## config.mk

```make
export PLATFORM = sky130hd
export DESIGN_NAME = ecmc_mode_ctrl
export DESIGN_NICKNAME = d
export VERILOG_FILES = /design/src/shared/ecmc_pkg.sv /design/src/verilog/ecmc_mode_ctrl.sv
export VERILOG_INCLUDE_DIRS = /design/src /design/src/shared
export SDC_FILE = /design/constraint.sdc
export NUM_CORES = 1
export LEC_CHECK = 0
export BUFFER_PORTS_ARGS = -buffer_cell sky130_fd_sc_hd__buf_2
export CORE_UTILIZATION = 38
export DETAILED_ROUTE_END_ITERATION = 10
export GPL_ROUTABILITY_DRIVEN = 0
export GPL_TIMING_DRIVEN = 0
export PLACE_DENSITY = 0.66
export SLEW_MARGIN = 30
export SYNTH_ARGS = -nofsm -noshare
export SYNTH_HDL_FRONTEND = slang
export SYNTH_SLANG_ARGS = --single-unit
```

## constraint.sdc

```tcl
create_clock -name clk_i -period 2.8 [get_ports clk_i]
set_clock_uncertainty 0.2 [all_clocks]
set_input_delay 0.14 -clock clk_i [delete_from_list [all_inputs] [get_ports clk_i]]
set_output_delay 0.14 -clock clk_i [all_outputs]
set_load 0.005 [all_outputs]
```

## src/shared/ecmc_defs.svh

```systemverilog
// constants of the echo canceler mode control block
`ifndef ECMC_DEFS_SVH
`define ECMC_DEFS_SVH

// axi4-lite register byte offsets
`define ECMC_CTRL_OFS      8'h00
`define ECMC_STATUS_OFS    8'h04
`define ECMC_LEVEL_OFS     8'h08

// control register fields (pin mirror when sw_override set)
`define ECMC_CTRL_CLIP_BIT    0
`define ECMC_CTRL_THRU_BIT    1
`define ECMC_CTRL_HOLD_BIT    2
`define ECMC_CTRL_ATTOFF_BIT  3
`define ECMC_CTRL_OVR_BIT     4
`define ECMC_CTRL_RST_VAL     32'h0000_0000

// status register fields
`define ECMC_ST_CLIP_BIT    0
`define ECMC_ST_THRU_BIT    1
`define ECMC_ST_HOLD_BIT    2
`define ECMC_ST_ATTEN_BIT   3
`define ECMC_ST_SLAVE_BIT   4
`define ECMC_ST_TXATT_BIT   5
`define ECMC_ST_RXATT_BIT   6
`define ECMC_ST_READY_BIT   7
`define ECMC_ST_FRAME_LSB   8

// timing
`define ECMC_CLK_MHZ        100
`define ECMC_INIT_US        100
`define ECMC_INIT_CYCLES    (`ECMC_INIT_US * `ECMC_CLK_MHZ)

// attenuation figure in db and minimum code for clipped output
`define ECMC_ATTEN_DB       8'h06
`define ECMC_CLIP_MIN       8'h00

`endif

```

## src/shared/ecmc_pkg.sv

```systemverilog
// types of the echo canceler mode control block
package ecmc_pkg;
  typedef enum logic [1:0] {
    ECMC_INIT  = 2'b00,
    ECMC_RUN   = 2'b01
  } ecmc_state_type;

  typedef enum logic [1:0] {
    ECMC_ATT_NONE = 2'b00,
    ECMC_ATT_TX   = 2'b01,
    ECMC_ATT_RX   = 2'b10
  } ecmc_att_type;
endpackage

```

## src/verilog/ecmc_mode_ctrl.sv

```systemverilog
// mode control of a voice echo canceler with axi4-lite register access
// What this block does
// - center clip forces low tx output to minimum
// - through mode passes data, clears coefficients
// - coefficient hold freezes adaptive filter updates
// - role select low master, high slave
// - rx-only signal attenuates transmit output
// - otherwise attenuate receive input path
// - exactly one attenuator active while enabled, none when disabled, 6 dB
// - atten control low enables, high disables
// - sample controls on frame fall, reset release
// - frame interrupt falling edge starts cycle
// - ignore frame interrupt 100 us after reset
//
// Our own choices: the placing of the registers and the AXI4-Lite slave port.
`include "ecmc_defs.svh"
module ecmc_mode_ctrl
  import ecmc_pkg::*;
#(
  parameter int INIT_CYCLES = `ECMC_INIT_CYCLES
) (
  // clock, reset, enable
  input  wire logic        clk_i,
  input  wire logic        sys_rst_i,
  input  wire logic        clk_en_i,
  // mode pins
  input  wire logic        center_clip_ctrl_i,
  input  wire logic        through_mode_ctrl_i,
  input  wire logic        coef_hold_ctrl_i,
  input  wire logic        atten_ctrl_i,
  input  wire logic        cascade_role_sel_i,
  input  wire logic        frame_int_n_i,
  // signal detect and level from the datapath
  input  wire logic        tx_in_active_i,
  input  wire logic        rx_in_active_i,
  input  wire logic        tx_below_clip_i,
  // mode outputs to the datapath
  output logic             clip_force_min_o,
  output logic             through_mode_o,
  output logic             coef_clear_o,
  output logic             coef_update_en_o,
  output logic             slave_mode_o,
  output logic             tx_att_en_o,
  output logic             rx_att_en_o,
  output logic             frame_start_o,
  // axi4-lite slave
  input  wire logic [7:0]  s_axi_awaddr,
  input  wire logic        s_axi_awvalid,
  output logic             s_axi_awready,
  input  wire logic [31:0] s_axi_wdata,
  input  wire logic [3:0]  s_axi_wstrb,
  input  wire logic        s_axi_wvalid,
  output logic             s_axi_wready,
  output logic [1:0]       s_axi_bresp,
  output logic             s_axi_bvalid,
  input  wire logic        s_axi_bready,
  input  wire logic [7:0]  s_axi_araddr,
  input  wire logic        s_axi_arvalid,
  output logic             s_axi_arready,
  output logic [31:0]      s_axi_rdata,
  output logic [1:0]       s_axi_rresp,
  output logic             s_axi_rvalid,
  input  wire logic        s_axi_rready
);

  localparam logic [1:0] RESP_OKAY   = 2'b00;
  localparam logic [1:0] RESP_SLVERR = 2'b10;

  // mode sampling and frame timing
  ecmc_state_type state_reg,     state_next;
  logic [31:0]    init_cnt_reg,  init_cnt_next;
  logic           int_d_reg,     int_d_next;
  logic           armed_reg,     armed_next;
  logic [3:0]     mode_reg,      mode_next;
  logic           slave_reg,     slave_next;
  logic [7:0]     frame_cnt_reg, frame_cnt_next;
  logic [31:0]    ctrl_reg,      ctrl_next;
  logic           int_fall;
  logic [3:0]     pin_mode;

  // outputs
  logic clip_next, thru_next, clr_next, upd_next;
  logic txa_next, rxa_next, fs_next;

  // axi state
  logic        awhave_reg, awhave_next;
  logic        whave_reg,  whave_next;
  logic [7:0]  awaddr_reg, awaddr_next;
  logic [31:0] wdata_reg,  wdata_next;
  logic [3:0]  wstrb_reg,  wstrb_next;
  logic        bvalid_next, arready_next, rvalid_next;
  logic [1:0]  bresp_next,  rresp_next;
  logic [31:0] rdata_next;

  function automatic logic [31:0] merge_bytes(input logic [31:0] old_v,
                                              input logic [31:0] new_v,
                                              input logic [3:0]  strb);
    logic [31:0] res;
    res = old_v;
    for (int i = 0; i < 4; i++) begin
      if (strb[i]) begin
        res[i*8 +: 8] = new_v[i*8 +: 8];
      end
    end
    return res;
  endfunction

  assign int_fall = int_d_reg & ~frame_int_n_i;
  // software override stands in for the clip, through, hold and atten pins when the override bit is set; role select stays on its pin
  assign pin_mode = ctrl_reg[`ECMC_CTRL_OVR_BIT] ?
                    ctrl_reg[3:0] :
                    {atten_ctrl_i, coef_hold_ctrl_i,
                     through_mode_ctrl_i, center_clip_ctrl_i};

  always_comb begin
    state_next     = state_reg;
    init_cnt_next  = init_cnt_reg;
    int_d_next     = frame_int_n_i;
    armed_next     = armed_reg;
    mode_next      = mode_reg;
    slave_next     = slave_reg;
    frame_cnt_next = frame_cnt_reg;
    fs_next        = 1'b0;
    case (state_reg)
      ECMC_INIT: begin
        if (!armed_reg) begin
          // first clock after reset release stands for its rising edge
          mode_next  = pin_mode;
          slave_next = cascade_role_sel_i;
          armed_next = 1'b1;
        end
        if (init_cnt_reg >= 32'(INIT_CYCLES - 1)) begin
          state_next = ECMC_RUN;
        end else begin
          init_cnt_next = init_cnt_reg + 32'h1;
        end
      end
      ECMC_RUN: begin
        if (int_fall) begin
          mode_next      = pin_mode;
          slave_next     = cascade_role_sel_i;
          fs_next        = 1'b1;
          frame_cnt_next = frame_cnt_reg + 8'h01;
        end
      end
      default: state_next = ECMC_INIT;
    endcase

    clip_next = mode_reg[0] & tx_below_clip_i;
    thru_next = mode_reg[1];
    clr_next  = mode_reg[1];
    upd_next  = ~mode_reg[1] & ~mode_reg[2];
    // low on the atten control enables; one path attenuated only while enabled
    txa_next  = ~mode_reg[3] & rx_in_active_i & ~tx_in_active_i;
    rxa_next  = ~mode_reg[3] & ~txa_next;
  end

  // axi4-lite: write address and data taken in either order
  always_comb begin
    awhave_next  = awhave_reg;
    whave_next   = whave_reg;
    awaddr_next  = awaddr_reg;
    wdata_next   = wdata_reg;
    wstrb_next   = wstrb_reg;
    bvalid_next  = s_axi_bvalid;
    bresp_next   = s_axi_bresp;
    ctrl_next    = ctrl_reg;
    arready_next = 1'b0;
    rvalid_next  = s_axi_rvalid;
    rresp_next   = s_axi_rresp;
    rdata_next   = s_axi_rdata;
    if (s_axi_awvalid && !awhave_reg) begin
      awhave_next = 1'b1;
      awaddr_next = s_axi_awaddr;
    end
    if (s_axi_wvalid && !whave_reg) begin
      whave_next = 1'b1;
      wdata_next = s_axi_wdata;
      wstrb_next = s_axi_wstrb;
    end
    if (s_axi_bvalid && s_axi_bready) begin
      bvalid_next = 1'b0;
    end
    if (awhave_reg && whave_reg && !s_axi_bvalid) begin
      awhave_next = 1'b0;
      whave_next  = 1'b0;
      bvalid_next = 1'b1;
      bresp_next  = RESP_OKAY;
      if (awaddr_reg[7:2] == 6'(`ECMC_CTRL_OFS >> 2)) begin
        ctrl_next = merge_bytes(ctrl_reg, wdata_reg, wstrb_reg) &
                    32'h0000_001F;
      end else if (awaddr_reg[7:2] != 6'(`ECMC_STATUS_OFS >> 2) &&
                   awaddr_reg[7:2] != 6'(`ECMC_LEVEL_OFS >> 2)) begin
        bresp_next = RESP_SLVERR;
      end
    end
    if (s_axi_rvalid && s_axi_rready) begin
      rvalid_next = 1'b0;
    end
    if (s_axi_arvalid && !s_axi_arready && !s_axi_rvalid) begin
      arready_next = 1'b1;
      rvalid_next  = 1'b1;
      rresp_next   = RESP_OKAY;
      case (s_axi_araddr[7:2])
        6'(`ECMC_CTRL_OFS >> 2):   rdata_next = ctrl_reg;
        6'(`ECMC_STATUS_OFS >> 2): begin
          rdata_next = 32'h0;
          rdata_next[3:0] = mode_reg;
          rdata_next[`ECMC_ST_ATTEN_BIT] = ~mode_reg[3];
          rdata_next[`ECMC_ST_SLAVE_BIT] = slave_reg;
          rdata_next[`ECMC_ST_TXATT_BIT] = tx_att_en_o;
          rdata_next[`ECMC_ST_RXATT_BIT] = rx_att_en_o;
          rdata_next[`ECMC_ST_READY_BIT] = (state_reg == ECMC_RUN);
          rdata_next[`ECMC_ST_FRAME_LSB +: 8] = frame_cnt_reg;
        end
        6'(`ECMC_LEVEL_OFS >> 2):
          rdata_next = {16'h0, `ECMC_CLIP_MIN, `ECMC_ATTEN_DB};
        default: begin
          rdata_next = 32'h0;
          rresp_next = RESP_SLVERR;
        end
      endcase
    end
  end

  always_ff @(posedge clk_i) begin
    if (sys_rst_i) begin
      state_reg <= ECMC_INIT;      init_cnt_reg <= 32'h0;
      int_d_reg <= 1'b1;           armed_reg <= 1'b0;
      mode_reg <= 4'h0;            slave_reg <= 1'b0;
      frame_cnt_reg <= 8'h00;      ctrl_reg <= `ECMC_CTRL_RST_VAL;
      clip_force_min_o <= 1'b0;    through_mode_o <= 1'b0;
      coef_clear_o <= 1'b0;        coef_update_en_o <= 1'b0;
      slave_mode_o <= 1'b0;        tx_att_en_o <= 1'b0;
      rx_att_en_o <= 1'b0;         frame_start_o <= 1'b0;
      awhave_reg <= 1'b0;          whave_reg <= 1'b0;
      awaddr_reg <= 8'h00;         wdata_reg <= 32'h0;
      wstrb_reg <= 4'h0;           s_axi_bvalid <= 1'b0;
      s_axi_bresp <= 2'b00;        s_axi_arready <= 1'b0;
      s_axi_rvalid <= 1'b0;        s_axi_rresp <= 2'b00;
      s_axi_rdata <= 32'h0;
      s_axi_awready <= 1'b1;       s_axi_wready <= 1'b1;
    end else if (clk_en_i) begin
      state_reg <= state_next;     init_cnt_reg <= init_cnt_next;
      int_d_reg <= int_d_next;     armed_reg <= armed_next;
      mode_reg <= mode_next;       slave_reg <= slave_next;
      frame_cnt_reg <= frame_cnt_next;
      ctrl_reg <= ctrl_next;
      clip_force_min_o <= clip_next;
      through_mode_o <= thru_next;
      coef_clear_o <= clr_next;
      coef_update_en_o <= upd_next;
      slave_mode_o <= slave_reg;
      tx_att_en_o <= txa_next;
      rx_att_en_o <= rxa_next;
      frame_start_o <= fs_next;
      awhave_reg <= awhave_next;   whave_reg <= whave_next;
      awaddr_reg <= awaddr_next;   wdata_reg <= wdata_next;
      wstrb_reg <= wstrb_next;     s_axi_bvalid <= bvalid_next;
      s_axi_bresp <= bresp_next;   s_axi_arready <= arready_next;
      s_axi_rvalid <= rvalid_next; s_axi_rresp <= rresp_next;
      s_axi_rdata <= rdata_next;
      // ready while not holding a word; a held word waits for the response
      s_axi_awready <= ~awhave_next;
      s_axi_wready <= ~whave_next;
    end
  end

endmodule

```

# Word level (Yosys, flattened, before mapping)
# Cells that the tools add are included.
word_totals:
  ff_bits: 118
  output_inout_bits: 49
  wordCells: 112
  inputBits: 69
op_classes:
  n_lt_le_gt_ge: 1
  n_reduce_logical: 33
  n_eq_ne: 8
  mux: 24
  bitwise: 16
  add_sub_neg: 2
op_table:
  columns: ["operator", "n"]
  rows:
  - ["16-bit case mux with 3 select lines", 1]
  - ["32-bit by 1-bit adder with 32-bit output, second input constant", 1]
  - ["32-bit by 14-bit greater-or-equal comparator with 1-bit output, second input constant", 1]
  - ["2-bit AND reduction", 7]
  - ["1-bit two-way mux", 13]
  - ["6-bit logical NOT", 2]
  - ["4-bit two-way mux", 3]
  - ["1-bit inverter", 10]
  - ["1-bit logical AND", 9]
  - ["3-bit AND reduction", 3]
  - ["8-bit by 1-bit adder with 8-bit output, second input constant", 1]
  - ["2-bit two-way mux", 4]
  - ["4-bit case mux with 2 select lines", 1]
  - ["4-bit AND reduction", 2]
  - ["1-bit AND", 6]
  - ["6-bit by 1-bit == test with 1-bit output, second input constant", 1]
  - ["6-bit by 2-bit == test with 1-bit output, second input constant", 1]
  - ["2-bit != test, second input constant", 3]
  - ["6-bit by 1-bit != test with 1-bit output, second input constant", 1]
  - ["6-bit by 2-bit != test with 1-bit output, second input constant", 1]
  - ["2-bit nonzero test", 3]
  - ["1-bit logical NOT", 5]
  - ["2-bit case mux with 2 select lines", 1]
  - ["3-bit OR reduction", 1]
  - ["3 further kinds", 3]

# Depth between registers and ports, before layout
# Gate-level depths: netlist (run 1).
logic_depth:
  depth_word: 5
  depth_mapped: 9
  mapped_depth_nobuf: 6

# Worst setup path before layout (run 1)
# Ideal clock, no wire load.
synth_path:
  path_type: "reg2reg"
  start: "register init_cnt_reg[0]"
  end: "register init_cnt_reg[6]"
  setup_slack_ns: 0.420
  path_stages_with_launch: 9
  synth_period_minus_slack_ns: 2.380
  n_path_buf: 2
  arrival_time_ns: 2.057
  setup_time_ns: 0.123
  t_required_ns: 2.477
  cell_sequence: "dfxtp_1 > ha_1 > nand3_1 > a2111oi_0 > or4_1 > buf_2 > buf_6 > nor4_2 > mux2_1"
synth_between:
  elab_chain_cells: 3
  elab_cells_between_ends: 4
  cone_classes: "add/sub (1); order compare (1); bitwise (1); reduce/logical (1)"
synth_rtl:
  columns: ["item", "line", "source"]
  rows:
  - ["start: declaration", "ecmc_mode_ctrl.sv:71", "logic [31:0] init_cnt_reg, init_cnt_next;"]
  - ["start signal: assignment", "ecmc_mode_ctrl.sv:244", "state_reg <= state_next; init_cnt_reg <= init_cnt_next;"]
  - ["32-bit by 14-bit greater-or-equal comparator with 1-bit output", "ecmc_mode_ctrl.sv:132", "if (init_cnt_reg >= 32'(INIT_CYCLES - 1)) begin"]
  - ["1-bit inverter (no source line)", null, null]
  - ["3-bit AND reduction (no source line)", null, null]
# Several ways; a longest one is shown, not always the timed one.
# A chain may end at the register's enable or synchronous reset.

# Worst setup path in the final report (run 1)
layout_path:
  start: "register init_cnt_reg[0]"
  end: "register init_cnt_reg[5]"
# The elaborated chain is that of the path after synthesis.

==> results.py, run 1 <==
metrics = {
    "layout": {
        "nFillCells": 965,
        "layout.cells.non_filler": 680,
        "largest_reg_flops": 32,
        "final_cell_mix": "97 x dfxtp_1, 64 x nor2_1, 64 x buf_2, 26 x mux2i_1, 26 x dlygate4sd3_1",
        "drive_above_1_share_pct": 20.3,
        "final_nets": 613,
        "mostFrequentLayoutCell": "dfxtp_1",
        "utilization_pct": 50.0,
        "antenna_cells": 0,
        "area_growth_pct": 25.6,
    },
    "drt": {
        "drt-pass1-iter-count": 4,
        "drc": 0,
        "drt-initial-drc-count": 113,
        "detail_route.wl_per_cell_um": 13.5,
        "viasPerCell": 4.87,
        "num_vias": 3312,
        "drtAntennaViolNets": 0,
        "totalWireLength_mm": 9.15,
    },
    "cts": {
        "cts-root-buf": "clkbuf_8",
        "htreeDepth": 3,
        "cts.sink_count": 97,
        "cts_buffer_depth": 2,
        "tritoncts": "built",
        "clk_latency_ps": 350,
        "numCtsBuffers": 9,
        "clkTransAtPathRegs_ps": 90,
    },
    "floorplanning": {
        "rows": 36,
        "die_h_um": 104,
        "coreArea_um2": 9910,
        "start_util_pct": 39.8,
        "pin_count": 118,
        "fp.dieArea_um2": 10800,
        "die_x_um": 104,
    },
    "worst_setup_path": {
        "path_max_fanout": 10,
        "r2r_cells": 8,
        "reg2reg_to": "init_cnt_reg[5]",
        "end_kind": "flop",
        "worstSetupPathType": "flop to flop",
        "regToRegSetupSlack_ps": 210,
        "cp-start-kind": "flop",
        "cp.arrival_ps": 2630,
        "cp.required_ps": 2840,
        "reg2reg_from": "init_cnt_reg[0]",
    },
    "timing": {
        "setup_tns_ps": 0,
        "finalSetupViolCount": 0,
        "hold_violations": 0,
        "max_clock_freq_ghz": 0.387,
        "period_share_pct": 92.3,
        "period_minus_slack_ps": 2590,
        "tightest_slew_ps": 755,
        "relSlewSlack_pct": 49.4,
        "hold_ws_ps": 35.9,
        "maxSlewViolCount": 0,
        "rsz0062_at_grt": "false",
    },
    "placed_design": {
        "dpl.cell_count": 638,
        "io_buffers": 63,
        "dp.final_hpwl_mm": 6.68,
    },
    "global_routing": {
        "grt_pass1_vias": 3230,
        "grt_first_pass_wirelength_mm": 15.3,
        "grt_max_degree": 17,
        "grt_overflow_total": 0,
        "track_usage_pct": 17.6,
        "antenna_found_initial": 0,
    },
    "synthesis": {
        "ys_ff_latch": 97,
        "synth_cell_types": 46,
        "yosysWarnings": 0,
        "avgSynthCellArea_um2": 9.27,
        "async_flop_share_pct": 0,
        "mappedNetlistArea_um2": 3940,
        "synth-edff-count": 0,
        "synth_cells": 425,
        "ys_seq_area_share_pct": 49.3,
        "synth_flop_cell": "dfxtp_1",
    },
    "pwr": {
        "power_density_nw_per_um2": 520,
        "leakage_uw": 0.00214,
        "ir_worst_vdd_mv": 0.247,
        "power.total_uw": 2570,
    },
    "worst_hold_path": {
        "min-delay-start": "s_axi_araddr[2]",
        "min_path_cells": 3,
        "hold_path_class": "primary input to flop",
        "hold_end": "s_axi_rresp[1]",
    },
    "flow_run": {
        "drv_cap": 0,
    },
    "run_status": {
        "outcome": "completed",
    },
}
[layout make-up]
| class | instances | area (um^2) | area share (%) |
|---|---|---|---|
| Clock inverter | 6 | 66.3 | 1.34 |
| Sequential cell | 97 | 1940 | 39.2 |
| Timing Repair Buffer | 89 | 576 | 11.6 |
| Buffer | 45 | 297 | 5.99 |
| Multi-Input combinational cell | 289 | 1730 | 34.8 |
| Inverter | 11 | 41.3 | 0.834 |
| Clock buffer | 10 | 138 | 2.78 |
| Tap cell | 133 | 166 | 3.36 |
[how the worst max path moves through the flow]
stage	from	to	slack, ps	depth (start not counted)
final	init_cnt_reg[0]	init_cnt_reg[5]	210	8
after CTS	init_cnt_reg[0]	init_cnt_reg[6]	190	8
after global placement	init_cnt_reg[0]	init_cnt_reg[6]	270	8
after global routing	init_cnt_reg[0]	init_cnt_reg[6]	70	8
after detailed placement	init_cnt_reg[0]	init_cnt_reg[6]	200	8
after floorplan	init_cnt_reg[0]	init_cnt_reg[6]	420	8
[critical path, cell delays in order, from the launching register on]
cell	delay, ps
dfxtp_1	340
ha_1	230
nand3_1	140
a2111oi_0	120
or4_1	520
buf_2	170
buf_6	150
nor3b_1	250
mux2_2	360
[through the flow]
stage	instance area, um^2	setup WS [ps]
2_1_floorplan	4010	420
3_3_place_gp	4490	269
3_5_place_dp	4490	203
4_1_cts	4950	194
5_1_grt	4950	68.1
6_report	4950	214
[report_power, final]
| part | internal [uW] | switching (uW) |
|---|---|---|
| registers | 1410 | 21.8 |
| logic | 113 | 112 |
| clock network | 441 | 478 |
| total | 1960 | 612 |
[cell families (layout without fill, tap and decap cells)]
family | count (synthesis) | count (layout) | synth area share (%)
and+or+nand+nor | 163 | 163 | 21.0
DFF | 97 | 97 | 49.3
AOI/OAI and AO/OA | 68 | 68 | 10.8
buffers and inverters | 56 | 161 | 8.57
muxes | 31 | 31 | 8.03
xor gates and xnor gates | 7 | 7 | 1.56
adders and majority gates | 2 | 2 | 0.635
other | 1 | 18 | 0.0951
[routing by layer]
metal / vias to the layer above / part of all wire [%] / global-route usage (%)
met5: - / 0 / 0
li1: 1666 / - / -
met1: 1563 / 47 / 22.2
met2: 79 / 48 / 29.6
met4: 0 / 0.50 / 4.90
met3: 4 / 4.1 / 4.59
[cell usage after synthesis (5+ instances only)]
cell,instances,area share (%)
a211oi_1,6,1.1
nand2_1,21,2.0
mux2i_1,26,6.6
inv_1,11,1.0
nor4_1,7,1.1
nand2b_1,5,0.79
or4_1,7,1.3
buf_4,19,3.6
or3_1,6,0.95
clkbuf_1,18,1.7
nand3_1,10,1.3
xor2_1,5,1.1
a21oi_1,25,3.2
o21ai_0,10,1.3
dfxtp_1,97,49
a22oi_1,14,2.7
nor2b_1,22,3.5
nor2_1,64,6.1
o31ai_1,5,0.95
[what timing repair did]
action                                 in CTS  in global routing
endpoints found under the hold margin      29                  0
setup endpoints to repair                   0                  0
setup buffers                               0                  0
resized for setup                           0                  0
hold buffers                               26                  0
Note: power is estimated with default switching activity, not from simulation.
==> run 2: changes to the inputs <==
Settings changed: BUFFER_PORTS_ARGS -buffer_cell sky130_fd_sc_hd__buf_2 to -buffer_cell sky130_fd_sc_hd__buf_4, CORE_UTILIZATION 38 to 39, PLACE_DENSITY 0.66 to 0.67, RECOVER_POWER from default to 100.
==> run 2 against run 1 <==
  * Worst hold slack better by 19 ps
  * Cell area increased by 1.9%
  * Routed wire length rose by 1.0%
  * Critical path depth unchanged
  * Sequential share of layout area shrank 0.75 points
  * Sequential power about the same
  * Non-clock buffer count grew 1
  * Largest cell class unchanged
  * Largest power group unchanged
==> results.py, run 2 (synthesis gave the netlist of run 1 again) <==
metrics = {
    "run_status": {
        "outcome": "completed",
    },
    "cts": {
        "cts.sink_count": 97,
        "htreeDepth": 3,
        "clk_latency_ps": 370,
        "cts_setup_buffers": 0,
        "cts_resized": 0,
        "cts-root-buf": "clkbuf_8",
        "clkTransAtPathRegs_ps": 90,
        "cts_buffer_depth": 2,
        "numCtsBuffers": 9,
        "tritoncts": "built",
    },
    "floorplanning": {
        "fp.dieArea_um2": 10500,
        "die_h_um": 103,
        "die_x_um": 103,
        "rows": 36,
        "coreArea_um2": 9770,
        "pin_count": 118,
        "start_util_pct": 40.3,
    },
    "worst_setup_path": {
        "cp_top_family": "simple AND/OR/NAND/NOR gates",
        "cp.arrival_ps": 2680,
        "cp-start-kind": "flop",
        "crit_path_start": "init_cnt_reg[0]",
        "cp.required_ps": 2860,
        "cp_slowest_cell": "or4_1",
        "worstPathBufferInverterCount": 2,
        "worstPathCellList": "ha_1 > nand3_1 > a2111oi_0 > or4_1 > buf_2 > buf_6 > nor3b_1 > mux2_2",
        "end_kind": "flop",
        "reg2reg_from": "init_cnt_reg[0]",
        "path_max_fanout": 10,
        "worstSetupPathType": "flop to flop",
        "slowest_delay_ps": 520,
    },
    "drt": {
        "drc": 0,
        "totalWireLength_mm": 9.25,
        "drtAntennaViolNets": 0,
        "num_vias": 3296,
        "drt-pass1-iter-count": 4,
        "viasPerCell": 4.84,
        "drt-initial-drc-count": 95,
        "detail_route.wl_per_cell_um": 13.6,
    },
    "worst_hold_path": {
        "hold_path_class": "primary input to flop",
        "min-delay-start": "sys_rst_i",
    },
    "global_routing": {
        "grt_first_pass_wirelength_mm": 15.2,
        "grt_pass1_vias": 3125,
        "grt_overflow_total": 0,
        "antenna_found_initial": 0,
        "grt_max_degree": 19,
        "track_usage_pct": 19.0,
    },
    "layout": {
        "mostFrequentLayoutCell": "dfxtp_1",
        "largest_reg_flops": 32,
        "final_nets": 614,
        "antenna_cells": 0,
        "nFillCells": 926,
        "multi_input_area_um2": 1730,
        "final_area_um2": 5050,
        "seq_area_um2": 1940,
        "final_cell_mix": "97 x dfxtp_1, 64 x nor2_1, 48 x buf_4, 30 x clkbuf_4, 27 x dlygate4sd3_1",
        "area_growth_pct": 28.1,
        "drive_above_1_share_pct": 19.0,
    },
    "timing": {
        "period_minus_slack_ps": 2620,
        "relSlewSlack_pct": 20.2,
        "hold_violations": 0,
        "finalSetupViolCount": 0,
        "finalWorstSetupSlack_ps": 182,
        "period_share_pct": 93.5,
        "max_clock_freq_ghz": 0.382,
        "rsz0062_at_grt": "false",
        "maxSlewViolCount": 0,
        "tightest_slew_ps": 1180,
        "setup_tns_ps": 0,
    },
    "placed_design": {
        "post-place-ws_ps": 218,
        "dp.final_hpwl_mm": 6.69,
        "io_buffers": 63,
        "place_area_um2": 4640,
    },
    "flow_run": {
        "drv_cap": 0,
    },
    "pwr": {
        "ir_worst_vdd_mv": 0.352,
        "power_density_nw_per_um2": 501,
        "leakage_uw": 0.00210,
    },
}
run 2: through the flow:
step	std cells	util [%]	total power (uW)	hold WS (ps)
after floorplan	442	-	1590	62.4
after global routing	681	51.6	2640	86.1
after global placement	638	47.5	1670	171
final	681	51.6	2530	54.6
after CTS	681	52.2	2560	52.7
after detailed placement	638	47.5	1680	171
run 2: cell type report:
cell class | count | area share, %
clock buffer | 9 | 2.45
inverter | 11 | 0.818
multi-input combinational | 289 | 34.2
clock inverter | 7 | 1.19
tap | 133 | 3.30
buffer | 45 | 5.16
timing repair buffer | 90 | 14.4
sequential | 97 | 38.5
run 2: where the power goes:
group | internal (uW) | total [uW] | leakage [uW] | switching [uW]
clock network | 338 | 857 | 0.0000897 | 518
logic | 126 | 239 | 0.00122 | 113
registers | 1410 | 1430 | 0.000787 | 22.8
run 2: worst paths after layout:
check                                        to  cells after the start  slack (ps)
worst min-delay path            init_cnt_reg[6]                      3          50
worst max register to register  init_cnt_reg[5]                      8         180
worst min register to register        armed_reg                      2         270
worst max-delay path            init_cnt_reg[5]                      8         180
run 2: tightest hold or removal path, stage by stage:
cell and delay, ps:
clkbuf_1 200, nor2_1 130, mux2_1 120
run 2: repair_timing:
action	CTS	global route
endpoints found under the hold margin	33	0
hold buffers	27	0
setup endpoints to repair	0	0
run 2: routing by layer:
layer / global-route usage, % / share of wire [%]
met5: 0 / 0
met4: 5.05 / 0.91
met3: 5.15 / 4.7
met2: 33.1 / 49
met1: 23.2 / 45
